--- src/design/coincidence_map.vh ---
`ifndef COINCIDENCE_MAP_VH
`define COINCIDENCE_MAP_VH

// Safety-function vector width carried by each link
`define N_FUNC          8
// Number of redundant divisional links
`define N_LINKS         4
// Clock rate in MHz
`define CLK_MHZ         25

// Frame check field
`define CRC_W           8
`define CRC_POLY        8'h07
`define CRC_INIT        8'h00

// Arrival timeout in microseconds, and cycles derived from it
`define TIMEOUT_US      10000
`define TIMEOUT_CYCLES  (`TIMEOUT_US * `CLK_MHZ)
// Voting cycle period in microseconds, and cycles derived from it
`define VOTE_US         100
`define VOTE_CYCLES     (`VOTE_US * `CLK_MHZ)
// Watchdog limit in microseconds, and cycles derived from it
`define WD_US           1000
`define WD_CYCLES       (`WD_US * `CLK_MHZ)

`endif

--- src/design/vote_buffer.v ---
`timescale 1ns/1ps

module vote_buffer #(
    parameter WIDTH = 8
) (
    // Clock and reset
    input  wire             clk_sys,
    input  wire             rst_sync_b,
    // Filling side
    input  wire             in_valid,
    input  wire [WIDTH-1:0] in_data,
    output wire             in_ready,
    // Draining side
    output reg              out_valid,
    output reg  [WIDTH-1:0] out_data,
    input  wire             out_ready
);

    reg             skid_valid;
    reg [WIDTH-1:0] skid_data;

    // Second entry only fills when the head is stalled
    assign in_ready = !skid_valid;

    // Head entry plus one spare, so a stall never drops a word
    always @(posedge clk_sys or negedge rst_sync_b) begin
        if (!rst_sync_b) begin
            out_valid  <= 1'b0;
            out_data   <= {WIDTH{1'b0}};
            skid_valid <= 1'b0;
            skid_data  <= {WIDTH{1'b0}};
        end else if (!out_valid || out_ready) begin
            if (skid_valid) begin
                out_valid  <= 1'b1;
                out_data   <= skid_data;
                skid_valid <= 1'b0;
            end else begin
                out_valid <= in_valid;
                out_data  <= in_data;
            end
        end else if (in_valid && !skid_valid) begin
            skid_valid <= 1'b1;
            skid_data  <= in_data;
        end
    end

endmodule // vote_buffer

--- src/design/coincidence_receiver.v ---
// Function
// - Four independent one-way serial links, one per divisional_trip_controller, are each received separately.
// - Each message carries a Boolean vector with one initiation bit per engineered_safety_feature function.
// - Every received message is checked by CRC and by a data redundancy (inverted copy) check.
// - A message passing all checks is stored in the fixed storage slot of its link, read by the voter.
// - A message failing any check replaces that link's data with the predefined failure-state value.
// - An initiation is asserted when at least two of the four link vectors demand it.
// - Coincidence is the OR of the six pairs AB, AC, AD, BC, BD and CD.
// - A link with no new message within the timeout raises a link-failed alarm and is forced to a fixed value.
// - A detected message problem sets a per-link error status bit visible to the voter.
// - While a link's error bit is set the voter uses the failure-state value and an alarm is raised.
// - A watchdog supervises the cyclic processing and raises an annunciation when it is disturbed.
`timescale 1ns/1ps
`include "coincidence_map.vh"

module coincidence_receiver #(
    parameter                N_FUNC         = `N_FUNC,
    parameter [N_FUNC-1:0]   FAIL_STATE     = {N_FUNC{1'b1}},
    parameter                TIMEOUT_CYCLES = `TIMEOUT_CYCLES,
    parameter                VOTE_CYCLES    = `VOTE_CYCLES,
    parameter                WD_CYCLES      = `WD_CYCLES
) (
    // Clock and reset
    input  wire                    clk_sys,
    input  wire                    rst_b,
    // Serial links, one per division, asynchronous pins
    input  wire [`N_LINKS-1:0]     link_line,
    input  wire [`N_LINKS-1:0]     link_frame,
    // Voted initiation stream
    output wire [N_FUNC-1:0]       init_data,
    output wire                    init_valid,
    input  wire                    init_ready,
    // Status and alarms
    output reg  [`N_LINKS-1:0]     link_fail_alarm,
    output reg  [`N_LINKS-1:0]     err_status,
    output reg                     err_alarm,
    output reg                     wd_alarm
);

    localparam NL         = `N_LINKS;
    localparam FRAME_BITS = 2 * N_FUNC + `CRC_W;
    localparam CW         = $clog2(FRAME_BITS + 1);

    // Reset release through two flops
    reg rst_meta_b;
    reg rst_sync_b;

    always @(posedge clk_sys or negedge rst_b) begin
        if (!rst_b) begin
            rst_meta_b <= 1'b0;
            rst_sync_b <= 1'b0;
        end else begin
            rst_meta_b <= 1'b1;
            rst_sync_b <= rst_meta_b;
        end
    end

    // Pin synchronisers, stage one read only by stage two
    reg [NL-1:0] line_meta;
    reg [NL-1:0] line_sync;
    reg [NL-1:0] frame_meta;
    reg [NL-1:0] frame_sync;
    reg [NL-1:0] frame_prev;

    always @(posedge clk_sys or negedge rst_sync_b) begin
        if (!rst_sync_b) begin
            line_meta  <= 4'h0;
            line_sync  <= 4'h0;
            frame_meta <= 4'h0;
            frame_sync <= 4'h0;
            frame_prev <= 4'h0;
        end else begin
            line_meta  <= link_line;
            line_sync  <= line_meta;
            frame_meta <= link_frame;
            frame_sync <= frame_meta;
            frame_prev <= frame_sync;
        end
    end

    // Per-link results seen by the voter
    wire [NL-1:0]        err_w;
    wire [NL-1:0]        fail_w;
    wire [NL*N_FUNC-1:0] eff_flat;

    genvar gi;
    generate
        for (gi = 0; gi < NL; gi = gi + 1) begin : g_link
            reg  [`CRC_W-1:0]   crc;
            reg  [CW-1:0]       count;
            reg  [2*N_FUNC-1:0] payload;
            reg  [N_FUNC-1:0]   slot;
            reg                 err;
            reg                 fail;
            reg  [31:0]         silence;
            wire                start;
            wire                finish;
            wire                fb;
            wire                good;
            wire [`CRC_W-1:0]   crc_base;
            wire [CW-1:0]       count_base;
            wire [2*N_FUNC-1:0] payload_base;

            assign start  = frame_sync[gi] && !frame_prev[gi];
            assign finish = !frame_sync[gi] && frame_prev[gi];
            // First bit stands on the start edge, so that edge shifts from cleared values
            assign crc_base     = start ? `CRC_INIT : crc;
            assign count_base   = start ? {CW{1'b0}} : count;
            assign payload_base = start ? {2*N_FUNC{1'b0}} : payload;
            assign fb     = crc_base[`CRC_W-1] ^ line_sync[gi];
            // Length, zero remainder and inverted copy all must hold
            assign good   = (count == FRAME_BITS[CW-1:0]) && (crc == `CRC_INIT) &&
                            (payload[2*N_FUNC-1:N_FUNC] == ~payload[N_FUNC-1:0]);

            // Bit capture, one bit per clock while frame is high, start edge included
            always @(posedge clk_sys or negedge rst_sync_b) begin
                if (!rst_sync_b) begin
                    crc     <= `CRC_INIT;
                    count   <= {CW{1'b0}};
                    payload <= {2*N_FUNC{1'b0}};
                end else if (frame_sync[gi]) begin
                    crc <= {crc_base[`CRC_W-2:0], 1'b0} ^ (fb ? `CRC_POLY : {`CRC_W{1'b0}});
                    if (count_base < (2 * N_FUNC))
                        payload <= {payload_base[2*N_FUNC-2:0], line_sync[gi]};
                    // Saturate so an overlong frame is still flagged
                    if (count_base <= FRAME_BITS[CW-1:0])
                        count <= count_base + 1'b1;
                end
            end

            // Storage slot, error bit and arrival supervision
            always @(posedge clk_sys or negedge rst_sync_b) begin
                if (!rst_sync_b) begin
                    slot    <= FAIL_STATE;
                    err     <= 1'b0;
                    fail    <= 1'b1;
                    silence <= 32'h00000000;
                end else if (finish) begin
                    silence <= 32'h00000000;
                    fail    <= 1'b0;
                    if (good) begin
                        slot <= payload[2*N_FUNC-1:N_FUNC];
                        err  <= 1'b0;
                    end else begin
                        slot <= FAIL_STATE;
                        err  <= 1'b1;
                    end
                end else if (silence >= TIMEOUT_CYCLES - 1) begin
                    fail <= 1'b1;
                end else begin
                    silence <= silence + 32'h00000001;
                end
            end

            assign err_w[gi]  = err;
            assign fail_w[gi] = fail;
            // Bad or silent link reads as the failure state
            assign eff_flat[gi*N_FUNC +: N_FUNC] = (err || fail) ? FAIL_STATE : slot;
        end
    endgenerate

    // Two-of-four coincidence, each function bit on its own
    wire [N_FUNC-1:0] va;
    wire [N_FUNC-1:0] vb;
    wire [N_FUNC-1:0] vc;
    wire [N_FUNC-1:0] vd;
    wire [N_FUNC-1:0] vote;

    assign va   = eff_flat[0*N_FUNC +: N_FUNC];
    assign vb   = eff_flat[1*N_FUNC +: N_FUNC];
    assign vc   = eff_flat[2*N_FUNC +: N_FUNC];
    assign vd   = eff_flat[3*N_FUNC +: N_FUNC];
    assign vote = (va & vb) | (va & vc) | (va & vd) |
                  (vb & vc) | (vb & vd) | (vc & vd);

    // Voting cycle scheduler; a stalled buffer defers the push
    reg  [31:0] tick;
    reg         pending;
    reg  [31:0] wd_count;
    wire        buf_ready;
    wire        push;

    assign push = pending && buf_ready;

    always @(posedge clk_sys or negedge rst_sync_b) begin
        if (!rst_sync_b) begin
            tick    <= 32'h00000000;
            pending <= 1'b0;
        end else begin
            if (tick >= VOTE_CYCLES - 1)
                tick <= 32'h00000000;
            else
                tick <= tick + 32'h00000001;
            // New cycle request wins over the push that clears it
            if (tick >= VOTE_CYCLES - 1)
                pending <= 1'b1;
            else if (push)
                pending <= 1'b0;
        end
    end

    // Watchdog: the vote must reach the buffer within the limit
    always @(posedge clk_sys or negedge rst_sync_b) begin
        if (!rst_sync_b) begin
            wd_count <= 32'h00000000;
            wd_alarm <= 1'b0;
        end else if (push) begin
            wd_count <= 32'h00000000;
            wd_alarm <= 1'b0;
        end else if (wd_count >= WD_CYCLES - 1) begin
            wd_alarm <= 1'b1;
        end else begin
            wd_count <= wd_count + 32'h00000001;
        end
    end

    // Registered status outputs
    always @(posedge clk_sys or negedge rst_sync_b) begin
        if (!rst_sync_b) begin
            link_fail_alarm <= 4'h0;
            err_status      <= 4'h0;
            err_alarm       <= 1'b0;
        end else begin
            link_fail_alarm <= fail_w;
            err_status      <= err_w;
            err_alarm       <= |err_w;
        end
    end

    vote_buffer #(
        .WIDTH      (N_FUNC)
    ) u_vote_buffer (
        .clk_sys    (clk_sys),
        .rst_sync_b (rst_sync_b),
        .in_valid   (pending),
        .in_data    (vote),
        .in_ready   (buf_ready),
        .out_valid  (init_valid),
        .out_data   (init_data),
        .out_ready  (init_ready)
    );

endmodule // coincidence_receiver

--- config.mk ---
export PLATFORM = sky130hd
export DESIGN_NAME = coincidence_receiver
export DESIGN_NICKNAME = d
export VERILOG_FILES = /design/src/design/vote_buffer.v /design/src/design/coincidence_receiver.v
export VERILOG_INCLUDE_DIRS = /design/src /design/src/design
export SDC_FILE = /design/constraint.sdc
export NUM_CORES = 1
export LEC_CHECK = 0
export CAP_MARGIN = 15
export CORE_AREA = 10 10 202 204
export CTS_CLUSTER_SIZE = 28
export DETAILED_ROUTE_END_ITERATION = 10
export DIE_AREA = 0 0 212 214
export DONT_BUFFER_PORTS = 1
export REMOVE_ABC_BUFFERS = 1
export SLEW_MARGIN = 0
export SYNTH_ARGS = -nofsm -noshare
export SYNTH_HDL_FRONTEND = slang
export SYNTH_SLANG_ARGS = --single-unit
--- constraint.sdc ---
create_clock -name clk_sys -period 19.4 [get_ports clk_sys]
set_input_delay 2.91 -clock clk_sys [delete_from_list [all_inputs] [get_ports clk_sys]]
set_output_delay 2.91 -clock clk_sys [all_outputs]
set_load 0.02 [all_outputs]
# Yosys cells after proc, flatten, opt, wreduce, memory -nomap -nowiden
# Index checks and enable logic that the tools add are counted.
totals:
  reg_bits: 399
  in_bits: 11
  out_inout_bits: 19
  elab_cells: 215
op_classes:
  add_sub_neg: 10
  magnitude_cmp: 14
  n_eq_ne: 13
  n_mux: 55
  bitwise: 24
  reduce_logical: 53
ops:
  columns: ["cell", "count"]
  rows:
  - ["two-way mux 32 bit", 11]
  - ["adder 32 x 1 -> 32 bit, second input constant", 6]
  - ["greater-or-equal comparator 32 x 18 -> 1 bit, second input constant", 4]
  - ["two-way mux 8 bit", 13]
  - ["two-way mux 15 bit", 4]
  - ["AND 8 bit", 6]
  - ["bitwise OR 8 bit", 5]
  - ["== test 8 bit", 4]
  - ["greater-or-equal comparator 32 x 12 -> 1 bit, second input constant", 1]
  - ["greater-or-equal comparator 32 x 15 -> 1 bit, second input constant", 1]
  - ["zero test 8 bit", 4]
  - ["inverter 8 bit", 4]
  - ["bitwise XOR 8 x 3 -> 8 bit", 4]
  - ["adder 5 x 1 -> 5 bit, second input constant", 4]
  - ["== test 5 bit, second input constant", 4]
  - ["<= comparator 5 bit, second input constant", 4]
  - ["less-than comparator 5 bit, second input constant", 4]
  - ["two-way mux 5 bit", 4]
  - ["two-way mux 1 bit", 19]
  - ["AND reduction 2 bit", 9]
  - ["logical AND 1 bit", 17]
  - ["nonzero test 2 bit", 7]
  - ["two-way mux 3 bit", 4]
  - ["zero test 1 bit", 10]
  - ["5 further kinds", 16]

# Depth between registers and ports, before layout
# Gate-level depths: netlist of run 1.
depth:
  word_depth: 9
  depth_mapped: 9
  depth_no_buf: 9

# Hierarchy
# Synthesis of run 1 repeated with hierarchy kept, for this count alone.
hier_totals:
  hier_cells: 1586
  hier_area_um2: 17194.0
modules_own_cells:
  columns: ["mod", "instances", "cells_per_inst", "area_per_inst_um2", "seq_area_each_um2"]
  rows:
  - ["coincidence_receiver", 1, 1535, 16344.4, 9579.2]
  - ["vote_buffer", 1, 51, 849.6, 450.4]

# Worst setup path before layout of run 1
# No wires, ideal clock.
synth_path:
  kind: "input to register"
  from: "in init_ready"
  to: "reg u_vote_buffer.out_data[0]"
  setup_ps: 125
  t_arrival_ps: 3715
  t_required_ps: 19275
  setup_slack_ps: 15561
  cell_stages: 3
  path_buffers: 1
  path_cell_list: "nor2b_1 -> clkbuf_1 -> mux2_2"
synth_via:
  elab_chain_cells: 1
synth_rtl:
  columns: ["element", "line", "text"]
  rows:
  - ["start, declared", "coincidence_receiver.v:32", "input wire init_ready,"]
  - ["logical OR 1 bit", "vote_buffer.v:32", "end else if (!out_valid || out_ready) begin"]
  - ["end signal, assigned", "vote_buffer.v:29", "out_data <= {WIDTH{1'b0}};"]
  - ["end signal, assigned", "vote_buffer.v:35", "out_data <= skid_data;"]
  - ["end signal, assigned", "vote_buffer.v:39", "out_data <= in_data;"]
  - ["end, declared", "vote_buffer.v:15", "output reg [WIDTH-1:0] out_data,"]
# Every way passes these cells.
# A chain may end at the register's enable or synchronous reset.

# Worst setup path after layout of run 1
layout_path:
  from: "reg u_vote_buffer.out_data[3]"
  to: "out init_data[3]"
layout_lines:
  columns: ["element", "line", "text"]
  rows:
  - ["end, declared", "coincidence_receiver.v:30", "output wire [N_FUNC-1:0] init_data,"]
# No word-level cell between the ends.

==> results of run 1 <==
-- worst paths after layout --
kind                       slack, ns                    to  depth (start not counted)
setup / recovery               15.48          init_data[3]                          0
hold / removal                  0.35          line_sync[1]                          0
setup reg to reg               16.68              tick[17]                          2
hold reg to reg                 0.35          line_sync[1]                          0
max in group asynchronous      16.68              tick[17]                          2
min in group asynchronous       0.44  g_link[3].silence[8]                          0
-- through the flow --
stage	hold WS [ns]	util, %
floorplan	0.3312	-
global placement	0.3331	48.38
detailed placement	0.3347	48.38
CTS	0.3485	52.91
global route	0.3549	52.98
finish	0.3471	52.98
-- cells by family after synthesis --
logic type,after synthesis
buffers and inverters,134
adders and majority gates,16
DFF,399
and+or+nand+nor,703
other,2
xor gates and xnor gates,74
AOI/OAI and AO/OA,326
muxes,23
-- routing by layer --
metal	wire, um	share of wire [%]	GRT usage, %
met5	0	0	0
met4	619	1.9	4.052
met3	1138	3.5	2.529
met2	14700	45	22.01
met1	16430	50	21.22
-- cell type report --
class | instances | area, um2 | share of cell area (%)
well taps | 474 | 593.1 | 3.022
inverters | 55 | 206.4 | 1.052
clock inverters | 28 | 416.7 | 2.123
clock buffers | 56 | 1260 | 6.420
multi-input cells | 1163 | 6987 | 35.60
flip-flops and latches | 399 | 10030 | 51.12
repair buffers | 15 | 130.1 | 0.6630
-- power by group --
part / total [mW] / switching [mW] / internal (mW)
logic: 0.134 / 0.0804 / 0.0540
clock network: 0.938 / 0.342 / 0.596
registers: 0.948 / 0.0593 / 0.889
total: 2.02 / 0.482 / 1.54
-- worst register-to-register path: cells and delay by family, from the launching register on --
kind     cells  cell delay, ns
buf+inv      2            1.71
flops        1            0.98
-- sequential cells by signal, indices dropped and copies added (netlist names), 8 cells and up --
| name | cells |
|---|---|
| g_link.count | 20 |
| g_link.crc | 32 |
| g_link.payload | 64 |
| g_link.silence | 128 |
| g_link.slot | 32 |
| tick | 32 |
| u_vote_buffer.out_data | 8 |
| u_vote_buffer.skid_data | 8 |
| wd_count | 32 |
-- placed cells by master (no fill, tap or decap), types with 5 or more instances in the layout --
cell and n:
dfrtp_1 362, nand2_1 201, nand3_1 105, o21ai_0 94, and2_1 78, nor2_1 77
a21oi_1 73, a22o_1 62, xor2_1 60, inv_1 55, clkbuf_16 47, nor4_1 39
nor3_1 37, dfstp_2 36, nand4_1 30, or3_1 30, or4_1 26, o31ai_1 26
conb_1 21, o211ai_1 20, and3_1 19, nand2b_1 16, mux2_2 15, xnor2_1 14
ha_1 14, and4_1 13, nor2b_1 13, buf_4 12, bufinv_16 10, clkinv_2 9
o21a_1 8, mux2i_1 8, clkinvlp_4 6, a41oi_1 5, clkbuf_8 5
==> metrics.md, run 1 <==
| Metric | Value |
|---|---|
| Status | complete, no violations |
| CP startpoint | u_vote_buffer.out_data[3] |
| Cts repair resizes | 0 |
| Pre-antenna DRT Iters | 4 |
| Initial Util | 47.15% |
| Setup slack after layout | 15.48 ns |
| Maximum VDD drop | 0.06175 mV |
| Synth top cells by count | dfrtp_1 (363), nand2_1 (201), nand3_1 (105) |
| Post-CTS Hold Fix Bufs | 0 |
| Critical setup path kind | flop to output pin |
| EDFF count, synth | 0 |
| Worst r2r src | rst_sync_b |
| Hold WC Path Type | flop to flop |
| Setup WS pre-CTS | 14.94 ns |
| H-tree lvl count | 2 |
| Total track usage | 14.62% |
| # setup viols final | 0 |
| Area after DPL | 17920 um2 |
| Share of the synthesized area in the top cell type | 52.00% |
| Yosys warnings | 0 |
| Clock slew at reported path FFs | 0.06 ns |
| Synth top area cells | dfrtp_1 (52%), dfstp_2 (5.4%), nand2_1 (4.3%), a22o_1 (3.1%), nand3_1 (3.0%) |
| Area leader, netlist | dfrtp_1 |
| Fraction of the mapped netlist area in adder cells | 1.117% |
| Synth Register Bits | 399 |
| Max-slew violations | 0 |
| Placed cells | 2103 |
| Largest net degree at the start of global routing | 180 |
| Worst Path Required | 16.49 ns |
| Number of CTS-inserted buffers | 45 |
| Most common cell in the netlist | dfrtp_1 |
| Main synth FF type | dfrtp_1 |
| Final Hold Vio Count | 0 |
| First-pass GRT wire length | 57250 um |
| Hold Crit Start | line_meta[1] |
| Compound-Gate Fraction of Synth Area | 12.46% |
| RSZ-0062 raised after global routing | no |
| Number of max-cap violations | 0 |
| Proportion of synthesized area in mux cells | 1.425% |
| Syn Area/Cell | 10.42 um2 |
| Detail Route Antenna Nets | 0 |
| DRC viols | 0 |
| Die width | 212 um |
| Largest family of logic cells by synthesized area | simple AND/OR/NAND/NOR gates |
| CTS Buffer Depth | 3 |
| Antenna violations before repair | 0 |
| Layout cells sized above 1 | 9.907% |
| Top achievable clock speed | 255.0 MHz |
| Post-Synth Simple-Gate Area | 20.82% |
| Design Area, Final | 19630 um2 |
| XOR/XNOR share of the synthesized area | 3.710% |
| Layout fillers | 3246 |
| Crit-path max FO | 2 |
| Diode count | 0 |
| Fin crit share | 20.21% |
| Vias in the first global route | 11.66k |
| Die Ht | 214 um |
| Minimum clock period | 3.921 ns |
| Post-Layout Cell Count | 2190 |
| Pleak | 8.876 nW |
| Grt total ovfl | 0 |
| Clock sink count | 399 |
| Post-synth ARST share | 100.0% |
| Power density over the cells | 103.0 nW/um2 |
| Critical path arrival | 1.01 ns |
| GP Congestion | 0.7905 |
| Mapped cell area | 17470 um2 |
| Post-synthesis sequential area ratio | 57.42% |
| Core Region | 37040 um2 |
| Final HPWL DP | 20730 um |
| Die area | 45370 um2 |
| CP startpoint kind | flop |
| CTS tree | built |
| Clk Tree Root Cell | clkbuf_16 |
| Worst-Margin Slew | 1.064 ns |
| Synth cell types | 62 |
| First-iteration detailed-routing DRC count | 843 |
| Row count | 71 |
| Avg WL per Cell | 15.02 um |
| Post-CTS setup buffer count | 0 |
| I/O Buffers | 0 |
| Relative max-transition margin | 28.44% |
| CP endpoint kind | output pin |
| Nets | 1704 |
| Post-Syn Instances | 1677 |
| Overall Power | 2.021 mW |
| Syn-to-layout area delta | 12.36% |
| Routed via count | 12.00k |
| Setup clock skew after layout | 0.01092 ns |
| Skew-Pair Late Insertion Delay | 0.55 ns |
| Setup TNS | 0 ns |
| Routed vias/inst | 5.481 |
| Routed WL | 32900 um |
| I/O pin cnt | 30 |
Note: power is estimated with default switching activity, not from simulation.
==> inputs of run 2 (changes only) <==
- ABC_AREA: default -> 1
- CORE_AREA: 10 10 202 204 -> 10 10 210 212
- DIE_AREA: 0 0 212 214 -> 0 0 220 222
- clock period: 19.4 -> 3.2 ns (I/O delays scaled with it)
==> run 2 against run 1 <==
Critical path depth is 10 higher. Worst hold slack got worse by 0.20 ns. Routed wire length grew 21%. Global-route usage increased by 1.9 points. Clock power rose to 5.7 times the previous value. Combinational power rose to 7.5 times the previous value. Clock skew down 0.0025 ns. Sequential power grew to 6.0 times the previous value. Via count increased by 24%. First-iteration DRC count up 33%. Register-to-register slack lost 15 ns. Largest power group unchanged.
==> metrics.md, run 2 <==
| Metric | Value |
|---|---|
| R2R Path End | wd_count[4] |
| Main synth FF type | dfrtp_1 |
| # setup viols final | 0 (unchanged) |
| Logic gate share of total power | 8.3% (+1.7 points) |
| Post-Syn Instances | 2404 (+43%) |
| Clock sink count | 399 (unchanged) |
| Largest net degree at the start of global routing | 86 (-52%) |
| CP Buf/Inv Count | 0 |
| Int Pwr | 9.030 mW (+490%) |
| Commonest non-fill, non-tap cell in the layout | nand2_1 |
| Setup clock skew after layout | 0.008444 ns (-0.002480 ns) |
| Sequential power share | 47.3% (+0.4 points) |
| Top achievable clock speed | 516.2 MHz |
| Fin crit share | 60.54% |
| First-iteration detailed-routing DRC count | 1124 (+33%) |
| H-tree lvl count | 2 (unchanged) |
| Routed vias/inst | 4.958 (-9.6%) |
| Reg2reg setup slack | 1.26 ns (-15.42 ns) |
| Worst Path Required | 3.69 ns (-12.80 ns) |
| Clk Tree Root Cell | clkbuf_16 |
| DRC viols | 0 (unchanged) |
| EDFF count, synth | 0 (unchanged) |
| Number of CTS-inserted buffers | 45 (unchanged) |
| Crit path to | wd_count[4] |
| Avg WL per Cell | 13.22 um (-12%) |
| Most common cell in the netlist | nand2_1 |
| Synth top area cells | dfrtp_1 (48%), nand2_1 (13%), nor2_1 (7.5%), inv_1 (6.2%), dfstp_2 (5.0%) |
| Critical setup path kind | flop to flop |
| WL met3 | 1723 um (+51%) |
| Pleak | 10.25 nW (+15%) |
| Yosys warnings | 0 (unchanged) |
| First-pass GRT wire length | 69010 um (+21%) |
| Power density over the cells | 568.3 nW/um2 (+450%) |
| Layout fillers | 3761 (+16%) |
| Number of max-cap violations | 0 (unchanged) |
| Post-CTS setup buffer count | 0 (unchanged) |
| CP peak stage delay | 0.43 ns |
| Met2 WL | 17990 um (+22%) |
| Pre-antenna DRT Iters | 5 (+1) |
| Die area | 48840 um2 (+7.7%) |
| Routed via count | 14.88k (+24%) |
| Status | complete, no violations |
| Worst-Margin Slew | 0.8125 ns (-0.2518 ns) |
| Die width | 220 um (+3.8%) |
| Reg with most FFs | g_link.silence |
| I/O Buffers | 0 (unchanged) |
| Post-synth ARST share | 100.0% (unchanged) |
| CP startpoint kind | flop |
| Initial Util | 47.87% (+0.72 points) |
| CTS tree | built |
| Skew-Pair Late Insertion Delay | 0.56 ns (about the same) |
| Final Hold Vio Count | 0 (unchanged) |
| I/O pin cnt | 30 (unchanged) |
| Worst path top cell family by delay | simple AND/OR/NAND/NOR gates |
| Worst Reg2Reg Path Length in Cells | 10 (+8) |
| Worst r2r src | wd_count[0] |
| Hold WC Path Type | primary input to async pin |
| CP startpoint | wd_count[0] |
| Syn Area/Cell | 7.894 um2 (-24%) |
| Critical path arrival | 2.43 ns (+1.42 ns) |
| Stages on the worst setup path | 10 (+10) |
| Post-Layout Cell Count | 3002 (+37%) |
| Synth top cells by count | nand2_1 (672), nor2_1 (378), dfrtp_1 (363) |
| Die Ht | 222 um (+3.7%) |
| Row count | 73 (+2.8%) |
| Cts repair resizes | 0 (unchanged) |
| Synth Register Bits | 399 (unchanged) |
| Maximum VDD drop | 0.4254 mV (+590%) |
| Max-slew violations | 0 (unchanged) |
| Sw Ratio | 25.24% (+1.4 points) |
| Layout cells sized above 1 | 7.025% (-2.9 points) |
| CTS Buffer Depth | 3 (unchanged) |
| Grt total ovfl | 0 (unchanged) |
| Setup TNS | 0 ns (unchanged) |
| Vias in the first global route | 14.43k (+24%) |
| Routed WL | 39700 um (+21%) |
| Met1 Wirelength | 19320 um (+18%) |
| Clk pwr share | 44.4% (-2.0 points) |
| Crit path top cell by count | nand2_1 |
| Nets | 2465 (+45%) |
| Overall Power | 12.08 mW (+500%) |
| Antenna violations before repair | 0 (unchanged) |
| P_sw | 3.048 mW (+530%) |
| Mapped cell area | 18980 um2 (+8.6%) |
| Core Region | 39640 um2 (+7.0%) |
| Clock slew at reported path FFs | 0.06 ns (about the same) |
| GP Congestion | 0.8643 (+9.3%) |
| Area leader, netlist | dfrtp_1 |
| Crit-path cells | ha_1, nand2_1, nand2_1, nand3_1, nand2_1, nand2_1, nand3_2, nand2_2, nand2_1, nand2_1 |
| Uppermost layer routed | met4 |
| Share of the synthesized area in the top cell type | 47.87% (-4.1 points) |
| Post-synthesis sequential area ratio | 52.85% (-4.6 points) |
| Final HPWL DP | 26960 um (+30%) |
| Diode count | 0 (unchanged) |
| Minimum clock period | 1.937 ns |
| Critical path's slowest cell | dfrtp_1 |
| Crit-path max FO | 17 (+15) |
| Placed cells | 2909 (+38%) |
| CP endpoint kind | flop |
| Most frequent cells in the layout | nand2_1 (672), nor2_1 (376), dfrtp_1 (362) |
| Max reg flops | 128 (unchanged) |
| Synth cell types | 36 (-42%) |
| Relative max-transition margin | 45.83% (+17 points) |
| Top flop regs | g_link.silence (128), g_link.payload (64) |
| Syn-to-layout area delta | 12.00% |
| Detail Route Antenna Nets | 0 (unchanged) |
| Total track usage | 16.56% (+1.9 points) |
| RSZ-0062 raised after global routing | no |
-- run 2: cells by family (layout without fill, tap and decap cells) --
group | count (synthesis) | in the layout | share of synthesized area (%)
compound gates | 246 | 246 | 7.365
xor+xnor | 39 | 39 | 1.800
flops | 399 | 399 | 52.85
simple gates | 1327 | 1327 | 29.09
fa+ha+maj | 14 | 14 | 0.9231
buf+inv | 377 | 431 | 7.932
other cells | 2 | 21 | 0.03957
-- run 2: power groups by stage --
stage | Sequential, mW | Combinational, mW | Clock [mW]
floorplan | 5.76 | 0.716 | 0
global placement | 5.79 | 0.979 | 0
detailed placement | 5.80 | 1.01 | 0
CTS | 5.71 | 1.02 | 5.52
global route | 5.76 | 1.19 | 5.74
finish | 5.71 | 1.00 | 5.36
-- run 2: layout make-up --
cell class | instances | area (um2) | share of cell area (%)
Sequential cell | 399 | 10030 | 47.21
Tap cell | 525 | 656.9 | 3.091
Inverter | 322 | 1209 | 5.687
Clock inverter | 17 | 226.5 | 1.066
Clock buffer | 67 | 1333 | 6.270
Multi-Input combinational cell | 1647 | 7523 | 35.40
Timing Repair Buffer | 25 | 272.8 | 1.283
-- run 2: worst min-delay path by stage --
stage / startpoint / end / slack [ns] / cells after the start
2_1_floorplan: rst_b / rst_meta_b / 0.18 / 0
3_3_place_gp: rst_b / rst_meta_b / 0.18 / 0
3_5_place_dp: rst_b / rst_meta_b / 0.18 / 0
4_1_cts: rst_b / rst_meta_b / 0.11 / 1
5_1_grt: rst_b / rst_meta_b / 0.12 / 1
6_report: rst_b / rst_meta_b / 0.15 / 1
-- run 2: metal layers --
layer | track usage (%) | up-vias
met2 | 25.92 | 202
li1 | - | 7632
met3 | 3.670 | 47
met1 | 22.89 | 7002
met5 | 0 | -
met4 | 3.919 | 0
-- run 2: metrics by stage --
step / util (%) / area [um2] / hold WS (ns) / worst slack (ns)
final: 53.62 / 21250 / 0.1489 / 1.263
after global routing: 53.62 / 21250 / 0.1208 / 1.052
after CTS: 53.62 / 21250 / 0.1130 / 1.268
after detailed placement: 49.46 / 19610 / 0.1845 / 1.266
after global placement: 49.46 / 19610 / 0.1845 / 1.311
after floorplan: - / 18750 / 0.1844 / -8.681
-- run 2: timing repair --
item                                   in CTS  in global routing
setup endpoints to repair                   0                  0
hold buffers                                9                  0
endpoints found under the hold margin      10                  0
